--- config.mk ---
export PLATFORM = sky130hd
export DESIGN_NAME = unf_uart_ctl1
export DESIGN_NICKNAME = d
export VERILOG_FILES = /design/src/hdl/unf_pkg.sv /design/src/hdl/unf_uart_ctl1.sv
export SDC_FILE = /design/constraint.sdc
export NUM_CORES = 1
export LEC_CHECK = 0
export ABC_AREA = 0
export CAP_MARGIN = 20
export CORE_AREA = 2 2 89 134
export DETAILED_ROUTE_END_ITERATION = 6
export DIE_AREA = 0 0 91 136
export DONT_BUFFER_PORTS = 1
export PLACE_DENSITY = 0.62
export SETUP_SLACK_MARGIN = 0.5
export SYNTH_ARGS = -nofsm -noshare
export SYNTH_HDL_FRONTEND = slang
export SYNTH_SLANG_ARGS = --single-unit
export TNS_END_PERCENT = 5
--- constraint.sdc ---
create_clock -name clk_i -period 3.11 [get_ports clk_i]
set_input_delay 0.1555 -clock clk_i [delete_from_list [all_inputs] [get_ports clk_i]]
set_output_delay 0.1555 -clock clk_i [all_outputs]
set_load 0.005 [all_outputs]
--- src/hdl/unf_pkg.sv ---
// Purpose: Shared constants and types for the receive-path control block of the serial port.
// Assumes: Registers are eight bits wide, each in the low byte lane of one 32-bit Wishbone word.
// Notes: Register byte address is four times the register index.

`default_nettype none

package unf_pkg;

	// Register indices; byte address is index * 4.
	localparam logic [13:0] UNF_IDX_CTL0 = 14'h0f42;
	localparam logic [13:0] UNF_IDX_CTL1 = 14'h0f43;
	localparam logic [13:0] UNF_IDX_BAUD_HI = 14'h0f46;
	localparam logic [13:0] UNF_IDX_BAUD_LO = 14'h0f47;
	localparam logic [13:0] UNF_IDX_SUBSEL = 14'h0f50;
	localparam logic [13:0] UNF_IDX_IRQ_STAT = 14'h0f51;
	localparam logic [13:0] UNF_IDX_IRQ_MASK = 14'h0f52;

	// Subregister select codes behind the shared control address.
	localparam logic [2:0] UNF_SUB_MULTI = 3'h0;
	localparam logic [2:0] UNF_SUB_FILTER = 3'h1;

	// Field positions.
	localparam int unsigned UNF_CTL0_RX_EN_BIT = 0;
	localparam int unsigned UNF_MP_BAUD_CTL_BIT = 2;
	localparam int unsigned UNF_MP_RDA_SUP_BIT = 1;
	localparam int unsigned UNF_MP_IR_EN_BIT = 0;
	localparam int unsigned UNF_NF_EN_BIT = 7;
	localparam int unsigned UNF_NF_W_LSB = 4;
	localparam int unsigned UNF_IRQ_BAUD_BIT = 0;
	localparam int unsigned UNF_IRQ_RXDATA_BIT = 1;
	localparam int unsigned UNF_IRQ_RXERR_BIT = 2;

	// Reset values.
	localparam logic [7:0] UNF_CTL_RST = 8'h00;
	localparam logic [2:0] UNF_SUBSEL_RST = 3'h0;
	localparam logic [15:0] UNF_RELOAD_RST = 16'h00ff;
	localparam logic [2:0] UNF_IRQ_RST = 3'h0;
	localparam logic [10:0] UNF_FILT_CNT_RST = 11'h00f;
	localparam logic [10:0] UNF_FILT_FULL = 11'h7ff;
	localparam logic [2:0] UNF_FILT_TOP_CODE = 3'h7;

	typedef struct packed {
		logic cyc;
		logic stb;
		logic we;
		logic [15:0] adr;
		logic [3:0] sel;
		logic [31:0] dat;
	} unf_wb_req_t;

endpackage

`default_nettype wire

--- src/hdl/unf_uart_ctl1.sv ---
// Purpose: Baud generator readback and interrupt, receive interrupt gating, infrared routing and the
//          receive noise filter of a serial port, with its control registers on classic Wishbone.
// Assumes: One clock, synchronous active-high reset; the receiver and transmitter sit outside.
// Notes: Answers every access one cycle after the request, unmapped addresses read zero.
//
// Added by the designer: the Wishbone slave port.

`timescale 1ns/100ps
`default_nettype none

module unf_uart_ctl1 (
	// Clock and reset.
	input wire logic clk_i,
	input wire logic rst_i,
	// Wishbone slave.
	input wire unf_pkg::unf_wb_req_t wb_req_i,
	output logic [31:0] wb_dat_o,
	output logic wb_ack_o,
	// Serial pins and infrared codec.
	input wire logic rxd_i,
	output logic txd_o,
	output logic ir_enc_o,
	input wire logic ir_dec_i,
	// Receiver and transmitter core.
	input wire logic tx_bit_i,
	output logic rx_bit_o,
	input wire logic rx_data_ev_i,
	input wire logic rx_err_ev_i,
	output logic rx_enable_o,
	// Interrupt.
	output logic irq_o
);
	import unf_pkg::*;

	function automatic logic [10:0] unf_filt_max(input logic [2:0] code);
		unf_filt_max = UNF_FILT_FULL >> (UNF_FILT_TOP_CODE - code);
	endfunction

	logic ack_reg;
	logic [7:0] rd_reg;
	logic [7:0] ctl0_reg;
	logic [2:0] subsel_reg;
	logic [7:0] mp_reg;
	logic [7:0] nf_reg;
	logic [15:0] reload_reg;
	logic [15:0] count_reg;
	logic [15:0] count_next;
	logic [2:0] stat_reg;
	logic [2:0] stat_next;
	logic [2:0] mask_reg;
	logic irq_reg;
	logic rxd_s1_reg;
	logic rxd_s2_reg;
	logic rxd_s3_reg;
	logic rxd_stable_reg;
	logic [10:0] cnt_reg;
	logic [10:0] cnt_next;
	logic filt_reg;
	logic filt_next;
	logic rx_bit_reg;
	logic txd_reg;
	logic ir_enc_reg;

	// Bus decode.
	wire req_go = wb_req_i.cyc & wb_req_i.stb & ~ack_reg;
	wire [13:0] idx = wb_req_i.adr[15:2];
	wire wr_go = req_go & wb_req_i.we & wb_req_i.sel[0];
	wire [7:0] wdat = wb_req_i.dat[7:0];
	wire hit_ctl0 = idx == UNF_IDX_CTL0;
	wire hit_ctl1 = idx == UNF_IDX_CTL1;
	wire hit_hi = idx == UNF_IDX_BAUD_HI;
	wire hit_lo = idx == UNF_IDX_BAUD_LO;
	wire hit_subsel = idx == UNF_IDX_SUBSEL;
	wire hit_stat = idx == UNF_IDX_IRQ_STAT;
	wire hit_mask = idx == UNF_IDX_IRQ_MASK;
	wire sub_multi = subsel_reg == UNF_SUB_MULTI;
	wire sub_filter = subsel_reg == UNF_SUB_FILTER;

	// Control fields.
	wire rx_en = ctl0_reg[UNF_CTL0_RX_EN_BIT];
	wire baud_ctl = mp_reg[UNF_MP_BAUD_CTL_BIT];
	wire rda_sup = mp_reg[UNF_MP_RDA_SUP_BIT];
	wire ir_en = mp_reg[UNF_MP_IR_EN_BIT];
	wire nf_en = nf_reg[UNF_NF_EN_BIT];
	wire [2:0] nf_width = nf_reg[UNF_NF_W_LSB +: 3];

	// Shared-address subregister view; unselected codes read zero and ignore writes.
	wire [7:0] sub_rd = sub_multi ? mp_reg : (sub_filter ? {nf_reg[7:4], 4'h0} : 8'h00);

	// Readback picks count or reload by the control bit alone in both receiver states.
	wire [15:0] baud_rd = baud_ctl ? count_reg : reload_reg;
	// Each byte is taken straight from the live value, so a carry between reads shows through.
	wire [7:0] rd_byte = hit_ctl0 ? ctl0_reg :
		hit_ctl1 ? sub_rd :
		hit_hi ? baud_rd[15:8] :
		hit_lo ? baud_rd[7:0] :
		hit_subsel ? {5'h00, subsel_reg} :
		hit_stat ? {5'h00, stat_reg} :
		hit_mask ? {5'h00, mask_reg} : 8'h00;

	// Baud generator: runs for the receiver, or on its own as a timer when the receiver is off.
	wire baud_run = rx_en | baud_ctl;
	wire baud_at_one = count_reg == 16'h0001;
	wire baud_hit = ~rx_en & baud_ctl & baud_at_one;
	always_comb begin
		if (!baud_run) begin
			count_next = reload_reg;
		end else if (count_reg <= 16'h0001) begin
			count_next = reload_reg;
		end else begin
			count_next = count_reg - 16'h0001;
		end
	end

	// Events; a set in the same cycle as its clear wins.
	wire [2:0] ev;
	assign ev[UNF_IRQ_BAUD_BIT] = baud_hit;
	assign ev[UNF_IRQ_RXDATA_BIT] = rx_data_ev_i & ~rda_sup;
	assign ev[UNF_IRQ_RXERR_BIT] = rx_err_ev_i;
	wire [2:0] stat_clr = (wr_go & hit_stat) ? wdat[2:0] : 3'h0;
	assign stat_next = (stat_reg & ~stat_clr) | ev;

	// Receive source and noise filter.
	wire raw_rx = ir_en ? ir_dec_i : rxd_stable_reg;
	wire [10:0] filt_max = unf_filt_max(nf_width);
	wire at_max = cnt_reg >= filt_max;
	wire at_zero = cnt_reg == 11'h000;
	assign cnt_next = raw_rx ? (at_max ? filt_max : cnt_reg + 11'h001) : (at_zero ? 11'h000 : cnt_reg - 11'h001);
	assign filt_next = at_max ? 1'b1 : (at_zero ? 1'b0 : filt_reg);

	// Bus slave.
	always_ff @(posedge clk_i) begin
		if (rst_i) begin
			ack_reg <= 1'b0;
			rd_reg <= 8'h00;
		end else begin
			ack_reg <= req_go;
			rd_reg <= req_go ? rd_byte : 8'h00;
		end
	end

	// Software registers.
	always_ff @(posedge clk_i) begin
		if (rst_i) begin
			ctl0_reg <= UNF_CTL_RST;
			subsel_reg <= UNF_SUBSEL_RST;
			mp_reg <= UNF_CTL_RST;
			nf_reg <= UNF_CTL_RST;
			reload_reg <= UNF_RELOAD_RST;
			mask_reg <= UNF_IRQ_RST;
		end else if (wr_go) begin
			if (hit_ctl0) begin
				ctl0_reg <= wdat;
			end
			if (hit_subsel) begin
				subsel_reg <= wdat[2:0];
			end
			if (hit_ctl1 && sub_multi) begin
				mp_reg <= wdat;
			end
			if (hit_ctl1 && sub_filter) begin
				nf_reg <= {wdat[7:4], 4'h0};
			end
			if (hit_hi) begin
				reload_reg[15:8] <= wdat;
			end
			if (hit_lo) begin
				reload_reg[7:0] <= wdat;
			end
			if (hit_mask) begin
				mask_reg <= wdat[2:0];
			end
		end
	end

	// Baud counter and interrupt state.
	always_ff @(posedge clk_i) begin
		if (rst_i) begin
			count_reg <= UNF_RELOAD_RST;
			stat_reg <= UNF_IRQ_RST;
			irq_reg <= 1'b0;
		end else begin
			count_reg <= count_next;
			stat_reg <= stat_next;
			irq_reg <= |(stat_reg & mask_reg);
		end
	end

	// The pin passes three flops; a level is accepted only once the last two agree.
	always_ff @(posedge clk_i) begin
		if (rst_i) begin
			rxd_s1_reg <= 1'b1;
			rxd_s2_reg <= 1'b1;
			rxd_s3_reg <= 1'b1;
			rxd_stable_reg <= 1'b1;
		end else begin
			rxd_s1_reg <= rxd_i;
			rxd_s2_reg <= rxd_s1_reg;
			rxd_s3_reg <= rxd_s2_reg;
			if (rxd_s2_reg == rxd_s3_reg) begin
				rxd_stable_reg <= rxd_s3_reg;
			end
		end
	end

	// Filter and data routing. The counter runs even when bypassed so enabling it mid-line is glitch-free.
	always_ff @(posedge clk_i) begin
		if (rst_i) begin
			cnt_reg <= UNF_FILT_CNT_RST;
			filt_reg <= 1'b1;
			rx_bit_reg <= 1'b1;
			txd_reg <= 1'b1;
			ir_enc_reg <= 1'b0;
		end else begin
			cnt_reg <= cnt_next;
			filt_reg <= filt_next;
			rx_bit_reg <= nf_en ? filt_reg : raw_rx;
			txd_reg <= ir_en ? 1'b1 : tx_bit_i;
			ir_enc_reg <= ir_en ? tx_bit_i : 1'b0;
		end
	end

	assign wb_ack_o = ack_reg;
	assign wb_dat_o = {24'h000000, rd_reg};
	assign rx_enable_o = rx_en;
	assign irq_o = irq_reg;
	assign rx_bit_o = rx_bit_reg;
	assign txd_o = txd_reg;
	assign ir_enc_o = ir_enc_reg;

	wire rd_go = req_go & ~wb_req_i.we;
endmodule

`default_nettype wire

# Word level (Yosys, flattened, before mapping)
# Index checks and enable logic that the tools add are counted.
totals:
  reg_bits: 90
  inputBits: 62
  output_inout_bits: 38
  elab_cells: 90
op_classes:
  n_addsub: 4
  magnitude_cmp: 2
  n_eq_ne: 10
  shifts: 1
  muxes: 18
  bitwise_logic: 18
  reduce_logical: 16
op_table:
  columns: ["cell", "count"]
  rows:
  - ["$eq 14x12->1 const B", 7]
  - ["$mux 16", 3]
  - ["$mux 8", 6]
  - ["$mux 11", 3]
  - ["$eq 16x1->1 const B", 1]
  - ["$le 16x1->1 const B", 1]
  - ["$sub 16x1->16 const B", 1]
  - ["$reduce_and 2->1", 7]
  - ["$mux 3", 4]
  - ["$add 11x1->11 const B", 1]
  - ["$ge 11x11->1", 1]
  - ["$logic_not 11->1", 1]
  - ["$shr 11x3->11 const A", 1]
  - ["$sub 11x1->11 const B", 1]
  - ["$and 1x1->1", 8]
  - ["$reduce_or 2->1", 4]
  - ["$and 3x3->3", 2]
  - ["$not 1->1", 5]
  - ["$eq 3x1->1 const B", 1]
  - ["$logic_not 3->1", 1]
  - ["$not 3->3", 1]
  - ["$or 3x3->3", 1]
  - ["$reduce_or 3->1", 1]
  - ["$sub 3x3->3 const A", 1]
  - ["other kinds (4)", 6]

# Logic depth before layout (Yosys ltp)
# Gate-level depths: netlist (run 1).
logic_depth:
  depth_word: 9
  depth_mapped: 9
  mapped_depth_nobuf: 7

# Worst setup path after synthesis (run 1)
# Ideal clock, no wire load.
synth_path:
  path_type: "reg2reg"
  startpoint: "reg nf_reg[6]"
  endpoint: "reg cnt_reg[10]"
  t_arrival_ps: 2063
  slack_ps: 964
  path_stages_with_launch: 10
  synth_period_minus_slack_ps: 2146
  path_cell_list: "dfxtp_1 -> buf_2 -> nand3_1 -> ha_1 -> a211oi_2 -> nand2_1 -> a211o_1 -> buf_4 -> a211o_4 -> o221ai_1"
synth_via:
  elab_chain_cells: 5
synth_lines:
  columns: ["element", "line", "source"]
  rows:
  - ["start: declaration", "unf_uart_ctl1.sv:44", "logic [7:0] nf_reg;"]
  - ["start signal: assignment", "unf_uart_ctl1.sv:162", "nf_reg <= {wdat[7:4], 4'h0};"]
  - ["$sub 3x3->3 (*)", "unf_uart_ctl1.sv:36", "unf_filt_max = UNF_FILT_FULL >> (UNF_FILT_TOP_CODE - code);"]
  - ["$shr 11x3->11 (*)", "unf_uart_ctl1.sv:36", null]
  - ["$ge 11x11->1", "unf_uart_ctl1.sv:126", "wire at_max = cnt_reg >= filt_max;"]
  - ["$mux 11 (*) (2 in series)", "unf_uart_ctl1.sv:128", "assign cnt_next = raw_rx ? (at_max ? filt_max : cnt_reg + 11'h001) : (at_zero ? 11'h000 : cnt_reg - 11'h001);"]
  - ["end signal: assignment", "unf_uart_ctl1.sv:215", "cnt_reg <= cnt_next;"]
  - ["end: declaration", "unf_uart_ctl1.sv:56", "logic [10:0] cnt_reg;"]
# Mark *: on every way between the ends. The rest lies on a longest branch, timed or not.
# A chain may end at the register's enable or synchronous reset.

# Worst setup path after layout (run 1)
layout_path:
  startpoint: "reg nf_reg[5]"
  endpoint: "reg cnt_reg[10]"
# The elaborated chain is that of the path after synthesis.

==> results_dict.tcl, run 1 <==
set metrics [dict create \
    drtIter0Drc 288 \
    post-route-util_pct 47.5 \
    num_rows 48 \
    die_w_um 91 \
    endpoint_kind "flip-flop" \
    drc 0 \
    synth_ff_type "dfxtp_1" \
    antenna_found_initial 2 \
    dieArea_um2 12400 \
    multi_input_area_um2 2840 \
    floorplan.initialDensity_pct 44.0 \
    avgSynthCellArea_um2 8.86 \
    layout.nets 623 \
    relSlewSlack_pct 30.9 \
    grt_max_degree 51 \
    worst_ep_arrival_time_ns 2.69 \
    clk_latency_ns 0.34 \
    dp.cells 675 \
    setup_viol 0 \
    drt_wl_total_mm 12.5 \
    fin_tns_setup_ns 0 \
    cellPowerDensity_nw_per_um2 481 \
    path_clk_slew_ns 0.06 \
    slew_viol_final 0 \
    drtPass1Iterations 6 \
    ir_worst_vdd_uv 250 \
    register_area_um2 1800 \
    grt_first_pass_wirelength_mm 20.6 \
    cp_max_fo 10 \
    drive_gt1_share_pct 9.55 \
    grt_remaining_overflow 0 \
    rsz0062_at_grt "false" \
    yosys_register_bits 90 \
    worstSetupPathType "reg -> reg" \
    synth_cells 560 \
    tightest_slew_ns 1.04 \
    grt_usage_pct 21.0 \
    core_area_um2 11300 \
    portBuffers 0 \
    ios 100 \
    root_buffer "clkbuf_16" \
    rr_worst_depth 7 \
    cts_tree "done" \
    clockBufferDepth 2 \
    wl_per_cell_um 17.7 \
    min_period_ns 2.44 \
    max_freq_mhz 410 \
    start_kind "flip-flop" \
    cts_max_level 3 \
    cp_data_required_time_ns 3.37 \
    hold_viol_final 0 \
    viasPerCell 5.58 \
    cts_num_sinks 90 \
    async_flop_share_pct 0 \
    synthDistinctLibCells 69 \
    synth_edf_count 0 \
    area_growth_pct 7.99 \
    cts_buffers 9 \
    stdcell_area_um2 5360 \
    dpl.hpwl_mm 8.97 \
    fill_cells 1130 \
    postRouteAntennaNets 0 \
    leakage_nw 1.92 \
    gp_congestion 0.936 \
    layout_commonest_cell "dfxtp_1" \
    hold_path.class "in -> reg" \
    skew_ns 0.00467 \
    maxCapViolCount 0 \
    reg2reg_slack_ns 0.67 \
    p_total_mw 2.58 \
    dpl_cell_area_um2 4900 \
    routed-via-count 3943 \
    status "complete, no violations" \
    final_cell_count_no_fill 707 \
    fin_crit_sh_pct 78.4 \
    first_global_vias 3939 \
    ys_seq_area_share_pct 36.3 \
    ys_warn_count 0 \
    die_h_um 136 \
    final_cell_mix "89 x dfxtp_1, 64 x nand2_1, 47 x nor2_1" \
    netlist_area_um2 4960 \
    holdPathStages 2 \
]
through the flow:
| step | hold WS, ns | setup WS [ns] |
|---|---|---|
| 2_1_floorplan | 0.254 | 0.964 |
| 3_3_place_gp | 0.234 | 0.733 |
| 3_5_place_dp | 0.236 | 0.652 |
| 4_1_cts | 0.00906 | 0.627 |
| 5_1_grt | 0.0307 | 0.521 |
| 6_report | 0.0102 | 0.670 |
final timing paths:
path / startpoint / endpoint
max: nf_reg[5]$_SDFFE_PP0P_ / cnt_reg[10]$_SDFF_PP0_
min: rst_i / count_reg[1]$_SDFF_PP1_
max reg2reg: nf_reg[5]$_SDFFE_PP0P_ / cnt_reg[10]$_SDFF_PP0_
min reg2reg: rxd_s1_reg$_SDFF_PP1_ / rxd_s2_reg$_SDFF_PP1_
cell families (layout without fill, tap and decap cells):
kind of cell,after synthesis,after routing,share of synthesized area [%]
and+or+nand+nor,206,206,22.6
AOI/OAI and AO/OA,104,104,14.4
DFF,90,90,36.3
buffers and inverters,73,45,8.22
muxes,50,50,11.2
xor gates and xnor gates,25,25,4.41
adders and majority gates,11,11,2.77
other,1,26,0.0756
worst max-delay path, cell delays in order, from the launching register on:
cell and delay [ns]:
dfxtp_1 0.45, nand3_1 0.16, ha_1 0.32, a211oi_2 0.28, nand2_1 0.09, a211o_1 0.39
a211o_4 0.44, o221ai_1 0.21
routing by layer:
layer | wire [um] | share of wire [%] | GRT usage, %
met2 | 7040 | 56 | 40.3
met1 | 4670 | 37 | 22.2
met4 | 282 | 2.3 | 8.25
met5 | 0 | 0 | 0
met3 | 509 | 4.1 | 4.49
cells in the mapped netlist, types with 3 or more instances:
| master | instances | share of area [%] |
|---|---|---|
| a211oi_1 | 8 | 1.2 |
| a21o_1 | 3 | 0.45 |
| a21oi_1 | 30 | 3.0 |
| a22oi_1 | 7 | 1.1 |
| a31oi_1 | 6 | 0.76 |
| a32oi_1 | 4 | 0.71 |
| and3_1 | 3 | 0.38 |
| and4_1 | 4 | 0.71 |
| buf_2 | 13 | 1.3 |
| buf_4 | 27 | 4.1 |
| clkbuf_1 | 16 | 1.2 |
| dfxtp_1 | 90 | 36 |
| ha_1 | 11 | 2.8 |
| inv_1 | 12 | 0.91 |
| mux2_2 | 5 | 1.1 |
| mux2i_1 | 41 | 8.3 |
| mux4_2 | 4 | 1.8 |
| nand2_1 | 64 | 4.8 |
| nand3_1 | 19 | 1.9 |
| nand4_1 | 8 | 1.0 |
| nand4b_1 | 5 | 0.88 |
| nor2_1 | 47 | 3.6 |
| nor2b_1 | 6 | 0.76 |
| nor3_1 | 15 | 1.5 |
| nor4_2 | 3 | 0.76 |
| nor4b_2 | 3 | 0.91 |
| o211ai_1 | 5 | 0.76 |
| o21ai_0 | 18 | 1.8 |
| o221ai_1 | 5 | 0.88 |
| o2bb2ai_1 | 3 | 0.53 |
| or2_2 | 3 | 0.38 |
| or4_1 | 3 | 0.45 |
| xnor2_1 | 12 | 2.1 |
| xor2_1 | 13 | 2.3 |
layout make-up:
cell class,count,share of cell area [%]
Antenna cell,2,0.0934
Multi-Input combinational cell,420,53.0
Clock inverter,4,0.934
Tap cell,150,3.50
Sequential cell,90,33.6
Timing Repair Buffer,17,3.22
Inverter,12,0.840
Clock buffer,12,4.79
power breakdown:
part           switching [mW]  leakage, nW  total, mW  internal, mW
clock network           0.446        0.145       1.11         0.665
registers              0.0392        0.728       1.21          1.17
logic                   0.157         1.05      0.259         0.102
timing repair:
action / 4_1_cts / 5_1_grt
setup endpoints to repair: 0 / 2
gates resized for setup: 0 / 1
hold buffers: 14 / 0
endpoints found under the hold margin: 59 / 0
setup buffers: 0 / 0
(Power assumes the default switching activity.)
==> run 2: changes to the inputs <==
Clock period 3.11 ns to 2.3 ns, I/O delays scaled along.
==> run 2 against run 1 <==
- core utilization increased by 2.1 points
- global-route usage decreased by 0.13 points
- die area unchanged
- first-iteration DRC count fell by 30%
- worst setup slack got worse by 0.41 ns
- count of clock-buffer cells in the layout shrank 3
- clock power grew 25%
- register-to-register slack worse by 0.41 ns
- cell count up 3.0%
- clock skew increased by 0.0031 ns
- sequential power grew 34%
- combinational power up 58%
- critical endpoint is now cnt_reg[5]$_SDFF_PP0_
- highest routed layer unchanged
==> results_dict.tcl, run 2 (synthesized netlist as in run 1, its figures left out) <==
set metrics [dict create \
    status "complete, no violations" \
    hold_path.class "in -> reg" \
    hold_viol_final 0 \
    layout.nets 645 \
    cts_tree "done" \
    hold_ws_ns 0.0219 \
    core_area_um2 11300 \
    start_kind "flip-flop" \
    drtPass1Iterations 5 \
    fin_tns_setup_ns 0 \
    num_rows 48 \
    post-route-util_pct 49.5 \
    tightest_slew_ns 0.609 \
    cellPowerDensity_nw_per_um2 612 \
    fin_crit_sh_pct 88.9 \
    setup_viol 0 \
    clockBufferDepth 2 \
    fill_cells 1109 \
    leakage_nw 2.04 \
    first_global_vias 4087 \
    drc 0 \
    ir_worst_vdd_uv 332 \
    wl_per_cell_um 17.4 \
    max_freq_mhz 489 \
    maxCapViolCount 0 \
    clk_latency_ns 0.35 \
    die_h_um 136 \
    ios 100 \
    dieArea_um2 12400 \
    crit_chain "nand3_4 > ha_4 > a211oi_4 > nand2_1 > a211o_1 > a211o_4 > o211ai_1" \
    grt_remaining_overflow 0 \
    worstSetupPathType "reg -> reg" \
    routed-via-count 4073 \
    floorplan.initialDensity_pct 44.0 \
    cp_max_fo 7 \
    layout_commonest_cell "dfxtp_1" \
    path_clk_slew_ns 0.07 \
    path_delay_family "compound AO/OA/AOI/OAI gates" \
    rsz0062_at_grt "true" \
    root_buffer "clkbuf_16" \
    portBuffers 0 \
    cp_data_required_time_ns 2.57 \
    skew_ns 0.00780 \
    postRouteAntennaNets 0 \
    cts_num_sinks 90 \
    grt_usage_pct 20.9 \
    final_cell_mix "87 x dfxtp_1, 63 x nand2_1, 46 x nor2_1" \
    slowest_stage "dfxtp_4" \
    drt_wl_total_mm 12.7 \
    cts_buffers 9 \
    antenna_found_initial 1 \
    max_stage_delay_ns 0.41 \
    drive_gt1_share_pct 15.4 \
    grt_max_degree 58 \
    area_growth_pct 12.7 \
    drtIter0Drc 203 \
    relSlewSlack_pct 59.3 \
    worst-path-buf-inv 0 \
    slew_viol_final 0 \
    die_w_um 91 \
    min_period_ns 2.04 \
    endpoint_kind "flip-flop" \
    viasPerCell 5.59 \
    cts_max_level 3 \
    grt_first_pass_wirelength_mm 20.5 \
    gp_congestion 0.875 \
    dpl.hpwl_mm 9.29 \
    p_total_mw 3.42 \
    worst_ep_arrival_time_ns 2.31 \
]
[run 2: cell count changes in the layout (fill, tap and decap cells not counted), sizes merged]
| cell | previous run | this run |
|---|---|---|
| buf | 4 | 28 |
| bufinv | 1 | 0 |
| clkbuf | 12 | 9 |
| clkinv | 1 | 2 |
| clkinvlp | 2 | 3 |
| diode | 2 | 1 |
| dlygate4sd3 | 13 | 11 |
| inv | 12 | 14 |
[run 2: worst paths after layout]
kind / depth (start not counted) / slack, ns / end / start
min reg2reg: 1 / 0.41 / rxd_s2_reg$_SDFF_PP1_ / rxd_s1_reg$_SDFF_PP1_
max reg2reg: 7 / 0.26 / cnt_reg[5]$_SDFF_PP0_ / nf_reg[5]$_SDFFE_PP0P_
max: 7 / 0.26 / cnt_reg[5]$_SDFF_PP0_ / nf_reg[5]$_SDFFE_PP0P_
min: 2 / 0.02 / rd_reg[3]$_SDFF_PP0_ / wb_req_i[40]
[run 2: what timing repair did]
| item | 4_1_cts | 5_1_grt |
|---|---|---|
| hold endpoints to repair | 67 | 0 |
| gates resized for setup | 13 | 4 |
| pin swaps | 6 | 4 |
| hold buffers | 12 | 0 |
| buffers inserted | 6 | 1 |
| setup endpoints to repair | 23 | 55 |
[run 2: layout make-up]
cell class / instances / area (um^2) / area share, %
Antenna cell: 1 / 2.50 / 0.0447
Clock buffer: 9 / 225 / 4.03
Clock inverter: 7 / 53.8 / 0.962
Inverter: 12 / 45.0 / 0.805
Multi-Input combinational cell: 420 / 2920 / 52.1
Sequential cell: 90 / 1810 / 32.4
Tap cell: 150 / 188 / 3.35
Timing Repair Buffer: 39 / 350 / 6.26
[run 2: worst reg2reg max path, stage by stage (launching register included)]
cell and delay, ns:
dfxtp_4 0.41, nand3_4 0.10, ha_4 0.23, a211oi_4 0.25
nand2_1 0.08, a211o_1 0.30, a211o_4 0.41, o211ai_1 0.19
[run 2: power breakdown]
group / switching, mW / internal [mW] / leakage, nW
combinational: 0.236 / 0.173 / 1.18
clock: 0.654 / 0.740 / 0.128
sequential: 0.0423 / 1.58 / 0.730
total: 0.932 / 2.49 / 2.04
[run 2: per-layer routing]
metal,GRT usage (%),vias to the layer above,share of wire [%]
met4,7.74,0,2.5
met3,4.38,23,2.8
met1,21.2,1986,38
met5,0,-,0
li1,-,1990,-
met2,41.4,74,57
[run 2: per-stage QoR]
stage	setup WS [ns]	std cells	cell area (um^2)
after floorplan	0.298	583	5100
after global placement	0.0327	692	5070
after detailed placement	0.0221	692	5070
after CTS	0.243	726	5570
after global routing	0.150	728	5590
final	0.256	728	5590
==> run 3: changes to the inputs <==
Settings changed: CORE_AREA 2 2 89 134 to 2 2 109 111, DIE_AREA 0 0 91 136 to 0 0 111 113, PLACE_DENSITY 0.62 to 0.61.
==> run 3 against run 2 <==
- first-iteration DRC count fell by 9.4%
- combinational power shrank 2%
- sequential share of layout area shrank 0.064 points
- worst setup slack worse by 0.059 ns
- hold slack better by 0.021 ns
- critical endpoint is now cnt_reg[6]$_SDFF_PP0_
- critical path depth is 1 higher
- via count is 0.86% lower
==> results_dict.tcl, run 3 (synthesized netlist as in run 1, its figures left out) <==
set metrics [dict create \
    cts_num_sinks 90 \
    leakage_nw 2.04 \
    cp_data_required_time_ns 2.56 \
    wl_per_cell_um 17.3 \
    die_h_um 113 \
    area_growth_pct 13.0 \
    dieArea_um2 12500 \
    cp_max_fo 7 \
    hold_path.class "in -> reg" \
    status "complete, no violations" \
    routed-via-count 4038 \
    endpoint_kind "flip-flop" \
    die_w_um 111 \
    grt_first_pass_wirelength_mm 19.9 \
    cellPowerDensity_nw_per_um2 642 \
    combPwrFrac_pct 11.1 \
    critPathLaunch "nf_reg[6]$_SDFFE_PP0P_" \
    dpl.hpwl_mm 8.30 \
    reg2reg_slack_ns 0.20 \
    max_freq_mhz 475 \
    drtPass1Iterations 4 \
    antenna_found_initial 1 \
    post-route-util_pct 49.8 \
    postRouteAntennaNets 0 \
    core_area_um2 11300 \
    pwr-share-seq_pct 45.2 \
    reg2reg_to "cnt_reg[6]$_SDFF_PP0_" \
    grt_usage_pct 19.7 \
    path_clk_slew_ns 0.06 \
    drt_wl_total_mm 12.4 \
    power.switching_mw 0.901 \
    num_rows 39 \
    rr_worst_depth 8 \
    clockBufferDepth 2 \
    drc 0 \
    tightest_slew_ns 0.559 \
    root_buffer "clkbuf_16" \
    swShare_pct 25.0 \
    worstSetupPathType "reg -> reg" \
    cts_buffers 9 \
    final_cell_mix "86 x dfxtp_1, 62 x nand2_1, 45 x nor2_1" \
    viasPerCell 5.65 \
    reg2reg_from "nf_reg[6]$_SDFFE_PP0P_" \
    pwr-share-clk_pct 43.7 \
    first_global_vias 3822 \
    cts_tree "done" \
    fin_tns_setup_ns 0 \
    ir_worst_vdd_uv 372 \
    crit_end "cnt_reg[6]$_SDFF_PP0_" \
    relSlewSlack_pct 62.6 \
    fin_crit_sh_pct 91.4 \
    drtIter0Drc 184 \
    portBuffers 0 \
    rsz0062_at_grt "true" \
    hold_viol_final 0 \
    cts_max_level 3 \
    slew_viol_final 0 \
    start_kind "flip-flop" \
    layout_commonest_cell "dfxtp_1" \
    drive_gt1_share_pct 15.1 \
    gp_congestion 0.855 \
    maxCapViolCount 0 \
    worst_ep_arrival_time_ns 2.36 \
    layout.nets 640 \
    clk_latency_ns 0.34 \
    setup_viol 0 \
    floorplan.initialDensity_pct 44.0 \
    skew_ns 0.00694 \
    p_int_mw 2.70 \
    min_period_ns 2.10 \
    grt_remaining_overflow 0 \
    grt_max_degree 57 \
    ios 100 \
]
[run 3: changes by cell type in the layout (fill, tap and decap cells not counted), moves of 2 or more]
cell	previous run	this run
ha_1	9	7
bufinv_16	0	2
buf_4	25	19
clkinvlp_4	3	0
[run 3: metal layers]
layer,track usage (%),vias up,wire (um)
li1,-,1974,-
met1,27.4,1918,5930
met2,31.0,129,5590
met3,3.70,17,637
met4,6.42,0,189
met5,0,-,0
[run 3: power by group through the flow]
stage | clock (mW) | combinational, mW | sequential, mW
floorplan | 0 | 0.338 | 1.63
global placement | 0 | 0.310 | 1.66
detailed placement | 0 | 0.319 | 1.66
CTS | 1.60 | 0.389 | 1.62
global route | 1.68 | 0.443 | 1.63
finish | 1.57 | 0.400 | 1.63
[run 3: how the worst min path moves through the flow]
| stage | startpoint | to | slack [ns] | cells after the start |
|---|---|---|---|---|
| finish | rst_i | rx_bit_o$_SDFF_PP1_ | 0.04 | 2 |
| global route | rst_i | cnt_reg[8]$_SDFF_PP0_ | 0.06 | 2 |
| CTS | rst_i | cnt_reg[8]$_SDFF_PP0_ | 0.04 | 2 |
| detailed placement | rst_i | count_reg[11]$_SDFF_PP0_ | 0.20 | 1 |
| global placement | rst_i | count_reg[11]$_SDFF_PP0_ | 0.20 | 1 |
| floorplan | tx_bit_i | txd_o$_SDFF_PP1_ | 0.21 | 1 |
[run 3: cell type report]
| type | instances | area (um^2) |
|---|---|---|
| diodes | 1 | 2.50 |
| clock buffers | 9 | 225 |
| clock inverters | 6 | 91.3 |
| fillers | 1084 | 5660 |
| inverters | 12 | 45.0 |
| multi-input cells | 420 | 2930 |
| flip-flops and latches | 90 | 1810 |
| well taps | 143 | 179 |
| repair buffers | 34 | 322 |
[run 3: timing repair]
action	CTS	global route
pin swaps	7	14
setup buffers	7	1
hold buffers	13	0
setup endpoints to repair	59	68
gates resized for setup	8	13
hold endpoints to repair	66	0
[run 3: through the flow]
step / power [mW] / cells / hold WS (ns) / setup slack, ns / instance area [um^2]
6_report: 3.60 / 715 / 0.0428 / 0.197 / 5610
5_1_grt: 3.76 / 714 / 0.0572 / 0.112 / 5610
4_1_cts: 3.62 / 713 / 0.0399 / 0.245 / 5540
3_5_place_dp: 1.98 / 678 / 0.198 / 0.0370 / 5010
3_3_place_gp: 1.97 / 678 / 0.197 / 0.121 / 5010
2_1_floorplan: 1.97 / 583 / 0.214 / 0.298 / 5100
[run 3: worst max-delay path, stage by stage, from the launching register on]
cell and delay [ns]:
dfxtp_4 0.38, buf_4 0.13, nand2_2 0.06, ha_2 0.19, a211oi_2 0.26, nand2_1 0.10, a211o_1 0.31, a211o_4 0.40
o211ai_1 0.20
